File: config.mk
export PLATFORM = sky130hd
export DESIGN_NAME = scg_sleep_gate
export DESIGN_NICKNAME = d
export VERILOG_FILES = /design/src/logic/scg_pkg.sv /design/src/logic/scg_gate_decode.sv /design/src/logic/scg_sleep_gate.sv
export VERILOG_INCLUDE_DIRS = /design/src /design/src/logic
export SDC_FILE = /design/constraint.sdc
export NUM_CORES = 1
export LEC_CHECK = 0
export BUFFER_PORTS_ARGS = -buffer_cell sky130_fd_sc_hd__buf_2
export CORE_MARGIN = 2
export CORE_UTILIZATION = 41
export CTS_CLUSTER_SIZE = 25
export DETAILED_ROUTE_END_ITERATION = 6
export PLACE_DENSITY = 0.9
export SLEW_MARGIN = 40
export SYNTH_ARGS = -nofsm -noshare
export SYNTH_HDL_FRONTEND = slang
export SYNTH_HIERARCHICAL = 1
export SYNTH_SLANG_ARGS = --single-unit
export TNS_END_PERCENT = 10
File: constraint.sdc
create_clock -name clock -period 1.8 [get_ports clock]
set_input_delay 0 -clock clock [delete_from_list [all_inputs] [get_ports clock]]
set_output_delay 0 -clock clock [all_outputs]
set_load 0.05 [all_outputs]
File: src/logic/scg_defines.svh
`ifndef SCG_DEFINES_SVH
`define SCG_DEFINES_SVH

// ****************************************
// register map
// ****************************************
`define SCG_ADDR_W        12
`define SCG_OFF_SLEEP_GATE 12'h118
`define SCG_OFF_MODE_CTRL  12'h200
`define SCG_GATE_RESET     32'h0000_0000
`define SCG_GATE_MASK      32'h0001_20FF
`define SCG_MODE_MASK      32'h0000_0003
`define SCG_ZERO_WORD      32'h0000_0000

// ****************************************
// field positions
// ****************************************
`define SCG_BIT_USB       16
`define SCG_BIT_MICRO_DMA_GATE      13
`define SCG_BIT_PORT_LO   0
`define SCG_NUM_PORTS     8
`define SCG_NUM_UNITS     10
`define SCG_BIT_SLEEP     0
`define SCG_BIT_ACG       1
`define SCG_UNIT_USB      9
`define SCG_UNIT_MICRO_DMA_GATE     8

`endif

File: src/logic/scg_pkg.sv
package scg_pkg;
  `include "scg_defines.svh"

  typedef logic [31:0]                   scg_word_t;
  typedef logic [`SCG_ADDR_W-1:0]        scg_addr_t;
  typedef logic [`SCG_NUM_UNITS-1:0]     scg_units_t;

  typedef enum logic [1:0]
  {
    SCG_IDLE   = 2'b01,
    SCG_ACCESS = 2'b10
  } scg_state_e;

  typedef struct packed
  {
    scg_state_e state;
    scg_word_t  gate;
    scg_word_t  prdata;
    logic       pslverr;
    logic       sleepReq;
    logic       autoGate;
  } scg_state_s;
endpackage

File: src/logic/scg_gate_decode.sv
`timescale 1ns/1ps
`include "scg_defines.svh"

// unit enable and bus-fault decode; combinational
module scg_gate_decode
(
  input  wire logic                 sleepActive,
  input  wire scg_pkg::scg_word_t   sleepGate,
  input  wire scg_pkg::scg_units_t  runEnable,
  input  wire scg_pkg::scg_units_t  unitAccess,
  output logic      [`SCG_NUM_UNITS-1:0] unitClkEn,
  output logic                      unitBusFault
);
  import scg_pkg::*;

  scg_units_t sleepVec;

  // ****************************************
  // gather register bits per unit
  // ****************************************
  genvar i;
  generate
    for (i = 0; i < `SCG_NUM_PORTS; i++)
    begin : g_port
      assign sleepVec[i] = sleepGate[`SCG_BIT_PORT_LO + i];
    end
  endgenerate
  assign sleepVec[`SCG_UNIT_MICRO_DMA_GATE] = sleepGate[`SCG_BIT_MICRO_DMA_GATE];
  assign sleepVec[`SCG_UNIT_USB]  = sleepGate[`SCG_BIT_USB];

  // ****************************************
  // mode select: sleep value only in sleep
  // ****************************************
  assign unitClkEn    = sleepActive ? sleepVec : runEnable;
  assign unitBusFault = |(unitAccess & ~unitClkEn);
endmodule // scg_gate_decode

File: src/logic/scg_sleep_gate.sv
// Implementation choice: the APB register port.
`timescale 1ns/1ps
`include "scg_defines.svh"

// Operation
// - each bit enables one unit's clock
// - access to unclocked unit gives bus fault
// - reset clears all gate bits
// - register applies during sleep only
// - sleep gating needs auto gating bit set
// - bit 16 usb, bit 13 dma
// - bits 7..0 gate ports h..a
// - reserved bits read zero, writes ignored
module scg_sleep_gate
(
  input  wire logic                 clock,
  input  wire logic                 rstn,
  input  wire logic                 clkEn,
  input  wire logic                 psel,
  input  wire logic                 penable,
  input  wire logic                 pwrite,
  input  wire scg_pkg::scg_addr_t   paddr,
  input  wire scg_pkg::scg_word_t   pwdata,
  output logic                      pready,
  output scg_pkg::scg_word_t        prdata,
  output logic                      pslverr,
  input  wire scg_pkg::scg_units_t  runEnable,
  input  wire scg_pkg::scg_units_t  unitAccess,
  output scg_pkg::scg_units_t       unitClkEn,
  output logic                      unitBusFault,
  output logic                      sleepActive
);
  import scg_pkg::*;

  scg_state_s cur_r;
  scg_state_s cur_nxt;
  logic       hitGate;
  logic       hitMode;

  // ****************************************
  // apb decode
  // ****************************************
  assign hitGate = (paddr == `SCG_OFF_SLEEP_GATE);
  assign hitMode = (paddr == `SCG_OFF_MODE_CTRL);
  // one wait state keeps read data registered
  assign pready  = (cur_r.state == SCG_ACCESS);
  assign prdata  = cur_r.prdata;
  assign pslverr = cur_r.pslverr;
  // sleep gating only with automatic gating on
  assign sleepActive = cur_r.sleepReq & cur_r.autoGate;

  // ****************************************
  // next state
  // ****************************************
  always_comb
  begin
    cur_nxt = cur_r;
    case (cur_r.state)
      SCG_IDLE:
      begin
        if (psel && penable)
        begin
          cur_nxt.state   = SCG_ACCESS;
          cur_nxt.pslverr = !(hitGate || hitMode);
          cur_nxt.prdata  = `SCG_ZERO_WORD;
          if (hitGate && !pwrite)
          begin
            cur_nxt.prdata = cur_r.gate & `SCG_GATE_MASK;
          end
          if (hitMode && !pwrite)
          begin
            cur_nxt.prdata[`SCG_BIT_SLEEP] = cur_r.sleepReq;
            cur_nxt.prdata[`SCG_BIT_ACG]   = cur_r.autoGate;
          end
          if (hitGate && pwrite)
          begin
            cur_nxt.gate = pwdata & `SCG_GATE_MASK;
          end
          if (hitMode && pwrite)
          begin
            cur_nxt.sleepReq = pwdata[`SCG_BIT_SLEEP];
            cur_nxt.autoGate = pwdata[`SCG_BIT_ACG];
          end
        end
      end
      SCG_ACCESS:
      begin
        cur_nxt.state = SCG_IDLE;
      end
      default:
      begin
        cur_nxt.state = SCG_IDLE;
      end
    endcase
  end

  // ****************************************
  // state register
  // ****************************************
  always_ff @(posedge clock)
  begin
    if (!rstn)
    begin
      cur_r.state    <= SCG_IDLE;
      cur_r.gate     <= `SCG_GATE_RESET;
      cur_r.prdata   <= `SCG_ZERO_WORD;
      cur_r.pslverr  <= 1'b0;
      cur_r.sleepReq <= 1'b0;
      cur_r.autoGate <= 1'b0;
    end
    else if (clkEn)
    begin
      cur_r <= cur_nxt;
    end
  end

  // ****************************************
  // unit gating
  // ****************************************
  scg_gate_decode u_decode
  (
    .sleepActive  (sleepActive),
    .sleepGate    (cur_r.gate),
    .runEnable    (runEnable),
    .unitAccess   (unitAccess),
    .unitClkEn    (unitClkEn),
    .unitBusFault (unitBusFault)
  );
endmodule // scg_sleep_gate
==> results.md, run 1 <==
- Clk_skew: 3.40 ps
- Post-synthesis sequential area ratio: 0.310
- Placed instance area: 1850 um^2
- CP max-delay cell: or3b_4
- Area Growth Syn to Fin: 25.3%
- Lkg Pwr: 0.936 nW
- Die ar.: 4450 um^2
- Worst r2r dst: cur_r[0]
- Crit path kind: reg -> out
- Design area: 2020 um^2
- Average cell area after synthesis: 8.77 um^2
- Post-synth top cells: buf_4, dfxtp_1, nand4_1, a21boi_1, nand2_1
- Total gr overflow: 0
- Synthesized area: 1610 um^2
- Hold path start: pwdata[4]
- Failing checks: negative hold slack, negative setup slack
- R2r setup slk: 320 ps
- DR vias: 1493
- Final min period: 1860 ps
- IO Count: 116
- Worst-path clk slew: 90 ps
- Ys flop type: dfxtp_1
- Initial core utilization: 0.434
- Max-Cap Viols: 0
- CP startpoint kind: register
- N_diodes: 0
- Status: finished, violations left
- CP peak stage delay: 400 ps
- Worst-case clock buffer depth: 2
- RSZ-0062 raised after global routing: yes
- WL met1: 1530 um
- Synth area leader: dfxtp_1
- Post-synth EDFFs: 0
- First DRT Iteration DRCs: 51
- Post-route setup slack: -61.0 ps
- Met2 WL: 1910 um
- TritonCTS Sinks: 25
- First-pass GRT wire length: 6030 um
- Post-DP HPWL: 2950 um
- Synth warn: 6
- FP Rows: 22
- Post-synth top area share: 0.310
- Reg2Reg Depth: 4
- Crit path max fanout: 6
- Nets: 323
- Tot Pwr: 1.20 mW
- Clk root buf: clkbuf_8
- DR top layer: met4
- Largest net degree at the start of global routing: 29
- Share of layout cells above drive strength 1: 0.417
- Via/cell ratio: 4.98
- Storage cell area: 503 um^2
- Filler cell count: 342
- WP data arrival: 1860 ps
- Cells after Synth: 184
- Setup crit end kind: primary output
- Tcrit/Tclk final: 1.03
- Worst Path Required: 1800 ps
- Setup Slack @ Placement: 179 ps
- Clock buffer count from CTS: 3
- Max VDD drop: 0.335 mV
- Max Freq: 0.537 GHz
- Die Height: 66.7 um
- Initial antenna violation count: 0
- Worst skew pair latency: 270 ps
- Buffers added on ports: 71
- Yosys cell types: 35
- Synth area leaders: dfxtp_1, buf_4, a21boi_1
- Final WL: 3840 um
- Worst r2r src: cur_r[68]
- Hold Slack: -2.00 ps
- Antenna viol nets, final: 0
- GP Congestion: 0.827
- Max-slew violation count: 0
- Power per Cell Area: 595 nW/um^2
- TritonCTS clock tree: done
- Final hold vios: 1
- WL per Instance: 12.8 um
- Hold Crit Class: in -> reg
- Final setup vio count: 1
- Hold Path Depth: 3
- Most frequent cell after synthesis: buf_4
- Cell breakdown of the critical path: and2_4, mux2_4, o22ai_2, nor3_1, or3b_4, buf_8
- Met3 Wirelength: 377 um
- Ys async rst share: 0
- All-Layer GR Usage: 0.177
- Die X: 66.7 um
- Area of the multi-input gates: 880 um^2
- Yosys reg bits: 25
- Core ar.: 3720 um^2
- H-tree levels: 1
- Vias in the first global route: 1367
- 1st-pass router iterations: 5
- # DRC: 0
- WHS Endpoint: cur_r[39]
==> cells by family after synthesis <==
kind of cell	synth area share
buffers and inverters	0.209
flip-flops	0.310
AND/OR/NAND/NOR	0.209
other	0.00233
multiplexers	0.0915
AO/OA/AOI/OAI	0.177
==> final cells by class <==
type	instances	area share
multi-input combinational	127	0.435
sequential	25	0.249
timing repair buffer	85	0.243
tap	48	0.0297
clock buffer	3	0.0204
inverter	11	0.0204
clock inverter	1	0.00248
==> worst max-delay path: cells and delay by family, from the launching register on <==
| family | cells | cell delay (ps) |
|---|---|---|
| AND/OR/NAND/NOR | 3 | 810 |
| flip-flops | 1 | 370 |
| multiplexers | 1 | 180 |
| buffers and inverters | 1 | 160 |
| AO/OA/AOI/OAI | 1 | 70 |
==> layer usage <==
metal	vias up	track usage
li1	738	-
met1	669	0.215
met2	84	0.324
met3	2	0.0287
met4	0	0.0434
met5	-	0
==> how the worst max path moves through the flow <==
stage / cells after the start / startpoint / to / slack [ps]
floorplan: 6 / cur_r[1] / unitBusFault / 50
global placement: 6 / cur_r[1] / unitBusFault / 190
detailed placement: 6 / cur_r[1] / unitBusFault / 180
CTS: 6 / cur_r[1] / unitBusFault / -30
global route: 6 / cur_r[1] / unitBusFault / -110
finish: 6 / cur_r[1] / unitBusFault / -60
==> where the power goes <==
part / switching (mW) / internal, mW / total [mW]
Sequential: 0.00227 / 0.555 / 0.558
Clock: 0.171 / 0.155 / 0.326
Combinational: 0.222 / 0.0968 / 0.319
Total: 0.395 / 0.807 / 1.20
==> stage by stage <==
stage          instances  utilization  TNS [ps]  hold WS (ps)
2_1_floorplan        205            -         0           102
3_3_place_gp         285        0.499         0           260
3_5_place_dp         285        0.499         0           264
4_1_cts              300        0.544     -30.9        0.0262
5_1_grt              300        0.544      -112          3.58
6_report             300        0.544     -61.0         -2.00
==> layout by cell type, fill, tap and decap left out, drive strengths merged <==
cell         Yosys  final
inv             11     11
mux2            10     10
or3b             1      1
dlygate4sd3      0      8
and4b            2      2
nand2           16     16
conb             1     22
nand2b           1      1
clkinv           0      1
nor2             2      2
nor4             2      2
nor2b            1      1
or4b             1      1
a22oi            2      2
nor4b            1      1
o22ai            5      5
buf             37     77
mux2i            2      2
nor3             1      1
and4             1      1
o21ai           11     11
clkbuf           6      3
nand3            2      2
nand4           19     19
and2             2      3
o41ai            2      2
dfxtp           25     25
a21boi          19     19
o221a            1      1
==> flip-flops by register name, summed over array words and instances, names as in the netlist <==
| register | cells |
|---|---|
| pslverr | 1 |
| cur_r | 14 |
| prdata | 10 |
==> timing repair <==
action | in CTS | in global routing
setup endpoints to repair | 1 | 1
resized for setup | 6 | 0
pin swaps | 3 | 0
hold buffers | 8 | 0
endpoints found under the hold margin | 8 | 0
cloned | 1 | 0
buffers inserted | 2 | 0
(Power assumes the default switching activity.)
==> inputs of run 2 (changes only) <==
Settings changed: RECOVER_POWER set to 25.
==> run 2 against run 1 <==
Compared with the run above:
- clock power hardly changed
- global-route usage unchanged
- the flow still finishes with violations (negative hold slack, negative setup slack)
- utilization decreased by 0.40 points
- via count increased by 0.74%
- clock skew barely moved
- clock-buffer cell count is the same
- flip-flop and latch count stayed put
- highest routed layer unchanged
- final cell count stayed put
- worst hold slack worse by 1.6 ps
- final area down 0.74%
- first-iteration DRC count is 43% higher
==> results.md, run 2 (same netlist as run 1, synthesis figures left out) <==
- Status: finished, violations left
- Failing checks: negative hold slack, negative setup slack
- Die X: 66.7 um
- First-pass GRT wire length: 6030 um
- Worst skew pair latency: 270 ps
- Initial core utilization: 0.434
- Worst-path clk slew: 90 ps
- Max-Cap Viols: 0
- Final min period: 1860 ps
- Combinational share of power: 0.265
- Area Growth Syn to Fin: 24.4%
- Clk root buf: clkbuf_8
- Post-placement cell count: 285
- Switching part of the total: 0.331
- RSZ-0062 raised after global routing: yes
- H-tree levels: 1
- Post-Layout Cell Count: 300
- FP Rows: 22
- Final WL: 3860 um
- Worst-case clock buffer depth: 2
- Core ar.: 3720 um^2
- WL per Instance: 12.9 um
- Cell breakdown of the critical path: and2_4, mux2_4, o22ai_2, nor3_1, or3b_4, buf_8
- Filler cell count: 347
- Via/cell ratio: 5.01
- Int Pwr: 807 uW
- Max-slew violation count: 0
- Most common cell after layout, fill and taps aside: buf_2
- WP data arrival: 1860 ps
- Largest regs: cur_r (14), prdata (10), pslverr (1)
- Max FFs per register: 14
- Rel. slew slack: 0.592
- Area of the multi-input gates: 880 um^2
- Total gr overflow: 0
- Die ar.: 4450 um^2
- Vias in the first global route: 1367
- DR vias: 1504
- TritonCTS clock tree: done
- Final core utilization: 0.540
- Post-DP HPWL: 2950 um
- Crit path kind: reg -> out
- All-Layer GR Usage: 0.177
- Tot Pwr: 1.20 mW
- GP Congestion: 0.827
- Setup Slack @ Placement: 179 ps
- N_diodes: 0
- Setup crit end kind: primary output
- CP peak stage delay: 400 ps
- Crit path max fanout: 6
- Clock buffer count from CTS: 3
- First DRT Iteration DRCs: 73
- Tcrit/Tclk final: 1.04
- Lkg Pwr: 0.883 nW
- TritonCTS Sinks: 25
- Max Freq: 0.537 GHz
- Nets: 323
- Most frequent cells in the layout: buf_2, dfxtp_1, conb_1
- Share of layout cells above drive strength 1: 0.369
- CP max-delay cell: or3b_4
- Hold Slack: -3.62 ps
- Final hold vios: 1
- Top reg by flops: cur_r
- Power per Cell Area: 601 nW/um^2
- Post-route setup slack: -63.4 ps
- Largest net degree at the start of global routing: 29
- Slew @ Worst Pin: 615 ps
- Storage cell area: 503 um^2
- CP startpoint kind: register
- Clock Power Share: 0.272
- 1st-pass router iterations: 4
- Die Height: 66.7 um
- Max VDD drop: 0.337 mV
- Antenna viol nets, final: 0
- Switch Pwr: 398 uW
- Final setup vio count: 1
- IO Count: 116
- Hold Crit Class: in -> reg
- Sequential group share of total power: 0.463
- Buffers added on ports: 71
- Worst Path Required: 1800 ps
- Clk_skew: 3.11 ps
- Initial antenna violation count: 0
- # DRC: 0
run 2: metal layers:
layer,share of wire,wire length (um),global-route usage
met4,0.0054,21,0.0434
met1,0.40,1560,0.215
met5,0,0,0
met3,0.088,340,0.0287
met2,0.50,1940,0.324
run 2: power groups by stage:
| stage | combinational, mW | sequential [mW] | clock, mW |
|---|---|---|---|
| 3_3_place_gp | 0.297 | 0.571 | 0 |
| 3_5_place_dp | 0.301 | 0.571 | 0 |
| 6_report | 0.319 | 0.558 | 0.328 |
| 5_1_grt | 0.339 | 0.558 | 0.362 |
| 4_1_cts | 0.319 | 0.558 | 0.336 |
| 2_1_floorplan | 0.253 | 0.574 | 0 |
run 2: path summary, 6_finish.rpt:
| kind | startpoint | to | slack [ps] | depth (start not counted) |
|---|---|---|---|---|
| worst max register to register | cur_r[68] | cur_r[1] | 320 | 4 |
| worst min register to register | prdata[2] | prdata[2] | 450 | 2 |
| worst max-delay path | cur_r[1] | unitBusFault | -60 | 6 |
| worst min-delay path | pwdata[4] | cur_r[39] | -4 | 3 |
run 2: critical path, delay by kind of cell, from the launching register on:
kind | cells | cell delay [ps]
compound gates | 1 | 70
buf+inv | 1 | 160
flops | 1 | 370
mux | 1 | 180
simple gates | 3 | 810
run 2: stage by stage:
step           setup TNS [ps]  hold slack [ps]  area [um^2]
2_1_floorplan               0              102         1700
5_1_grt                  -112             3.58         2010
6_report                -63.4            -3.62         2010
4_1_cts                 -30.9           0.0262         2020
3_3_place_gp                0              260         1850
3_5_place_dp                0              264         1850
run 2: what timing repair did:
action | in CTS | in global routing
hold buffers | 8 | 0
endpoints found under the hold margin | 8 | 0
gates cloned | 1 | 0
setup buffers | 2 | 0
setup endpoints to repair | 1 | 1
gates resized for setup | 6 | 0
pin swaps | 3 | 0
run 2: cell type report:
| class | instances | area share |
|---|---|---|
| multi-input combinational | 127 | 0.439 |
| sequential | 25 | 0.251 |
| timing repair buffer | 85 | 0.237 |
| tap | 48 | 0.0299 |
| clock buffer | 3 | 0.0206 |
| inverter | 11 | 0.0206 |
| clock inverter | 1 | 0.00250 |
==> inputs of run 3 (changes only) <==
Settings changed: SKIP_LAST_GASP set to 1.
==> run 3 against run 2 <==
Compared with the run above:
- highest routed layer unchanged
- via count stayed put
- the flow still finishes with violations (negative hold slack, negative setup slack)
- flip-flop and latch count unchanged
- total power hardly changed
==> results.md, run 3 (same netlist as run 1, synthesis figures left out) <==
- Sum Neg Setup Slack: -63.4 ps
- Tcrit/Tclk final: 1.04
- WHS Endpoint: cur_r[39]
- WP data arrival: 1860 ps
- Slew @ Worst Pin: 615 ps
- Final WL: 3860 um
- Nets: 323
- All-Layer GR Usage: 0.177
- Reg2Reg Depth: 4
- Worst Path Required: 1800 ps
- Post-DP HPWL: 2950 um
- Initial antenna violation count: 0
- Max Freq: 0.537 GHz
- Storage cell area: 503 um^2
- Initial core utilization: 0.434
- H-tree levels: 1
- Worst r2r src: cur_r[68]
- Via/cell ratio: 5.01
- Setup crit start: cur_r[1]
- Filler cell count: 347
- Buffers added on ports: 71
- IO Count: 116
- Crit path kind: reg -> out
- Final hold vios: 1
- Worst-case clock buffer depth: 2
- Final min period: 1860 ps
- Max VDD drop: 0.337 mV
- Top reg by flops: cur_r
- Rel. slew slack: 0.592
- Die Height: 66.7 um
- Crit path max fanout: 6
- Largest regs: cur_r (14), prdata (10), pslverr (1)
- GP Congestion: 0.827
- Area of the multi-input gates: 880 um^2
- Max-slew violation count: 0
- Die X: 66.7 um
- Core ar.: 3720 um^2
- WL per Instance: 12.9 um
- Area Growth Syn to Fin: 24.4%
- TritonCTS Sinks: 25
- Most frequent cells in the layout: buf_2, dfxtp_1, conb_1
- Total gr overflow: 0
- Clk root buf: clkbuf_8
- Largest net degree at the start of global routing: 29
- Antenna viol nets, final: 0
- Most common cell after layout, fill and taps aside: buf_2
- Failing checks: negative hold slack, negative setup slack
- Final setup vio count: 1
- Post-Layout Cell Count: 300
- Hold Path Depth: 3
- Hold Crit Class: in -> reg
- TritonCTS clock tree: done
- Vias in the first global route: 1367
- DR vias: 1504
- Max FFs per register: 14
- Setup crit end kind: primary output
- Hold path start: pwdata[4]
- Power per Cell Area: 601 nW/um^2
- CP startpoint kind: register
- Share of layout cells above drive strength 1: 0.369
- 1st-pass router iterations: 4
- Clock buffer count from CTS: 3
- Worst-path clk slew: 90 ps
- R2r setup slk: 320 ps
- FP Rows: 22
- First DRT Iteration DRCs: 67
- Hold Slack: -3.62 ps
- Post-route setup slack: -63.4 ps
- Clk_skew: 3.11 ps
- # DRC: 0
- RSZ-0062 raised after global routing: yes
- N_diodes: 0
- Post-placement cell count: 285
- Die ar.: 4450 um^2
- First-pass GRT wire length: 6030 um
- Lkg Pwr: 0.883 nW
- Max-Cap Viols: 0
- Status: finished, violations left
- Worst skew pair latency: 270 ps
- Worst r2r dst: cur_r[1]
-- run 3: metrics by stage --
stage	cell area, um^2	util	hold slack [ps]	total power, mW	setup slack [ps]
detailed placement	1850	0.499	264	0.872	179
finish	2010	0.540	-3.62	1.20	-63.4
global placement	1850	0.499	260	0.868	186
global route	2010	0.540	3.58	1.26	-112
floorplan	1700	-	102	0.827	47.3
CTS	2020	0.544	0.0262	1.21	-30.9
-- run 3: worst max-delay path by stage --
| stage | slack [ps] | end | cells after the start |
|---|---|---|---|
| 2_1_floorplan | 50 | unitBusFault | 6 |
| 3_3_place_gp | 190 | unitBusFault | 6 |
| 3_5_place_dp | 180 | unitBusFault | 6 |
| 4_1_cts | -30 | unitBusFault | 6 |
| 5_1_grt | -110 | unitBusFault | 6 |
| 6_report | -60 | unitBusFault | 6 |
-- run 3: final cells by class --
type | instances | area share
multi-input combinational | 127 | 0.439
sequential | 25 | 0.251
clock buffer | 3 | 0.0206
timing repair buffer | 85 | 0.237
clock inverter | 1 | 0.00250
tap | 48 | 0.0299
inverter | 11 | 0.0206
-- run 3: power breakdown --
part	switching (mW)	leakage, nW	internal, mW
sequential	0.00229	0.203	0.555
clock	0.173	0.0255	0.155
combinational	0.223	0.655	0.0964
total	0.398	0.883	0.807
-- run 3: repair_timing --
action	CTS	global route
pin swaps	3	0
gates resized for setup	6	0
hold buffers	8	0
setup endpoints to repair	1	1
buffers inserted	2	0
gates cloned	1	0
hold endpoints to repair	8	0
-- run 3: critical path, cell delays in order, from the launching register on --
cell,delay [ps]
dfxtp_2,370
and2_4,230
mux2_4,180
o22ai_2,70
nor3_1,180
or3b_4,400
buf_8,160
-- run 3: metal layers --
layer	vias to the layer above	GRT usage	wire [um]
met4	0	0.0434	21
met5	-	0	0
li1	737	-	-
met1	683	0.215	1560
met3	2	0.0287	340
met2	82	0.324	1940
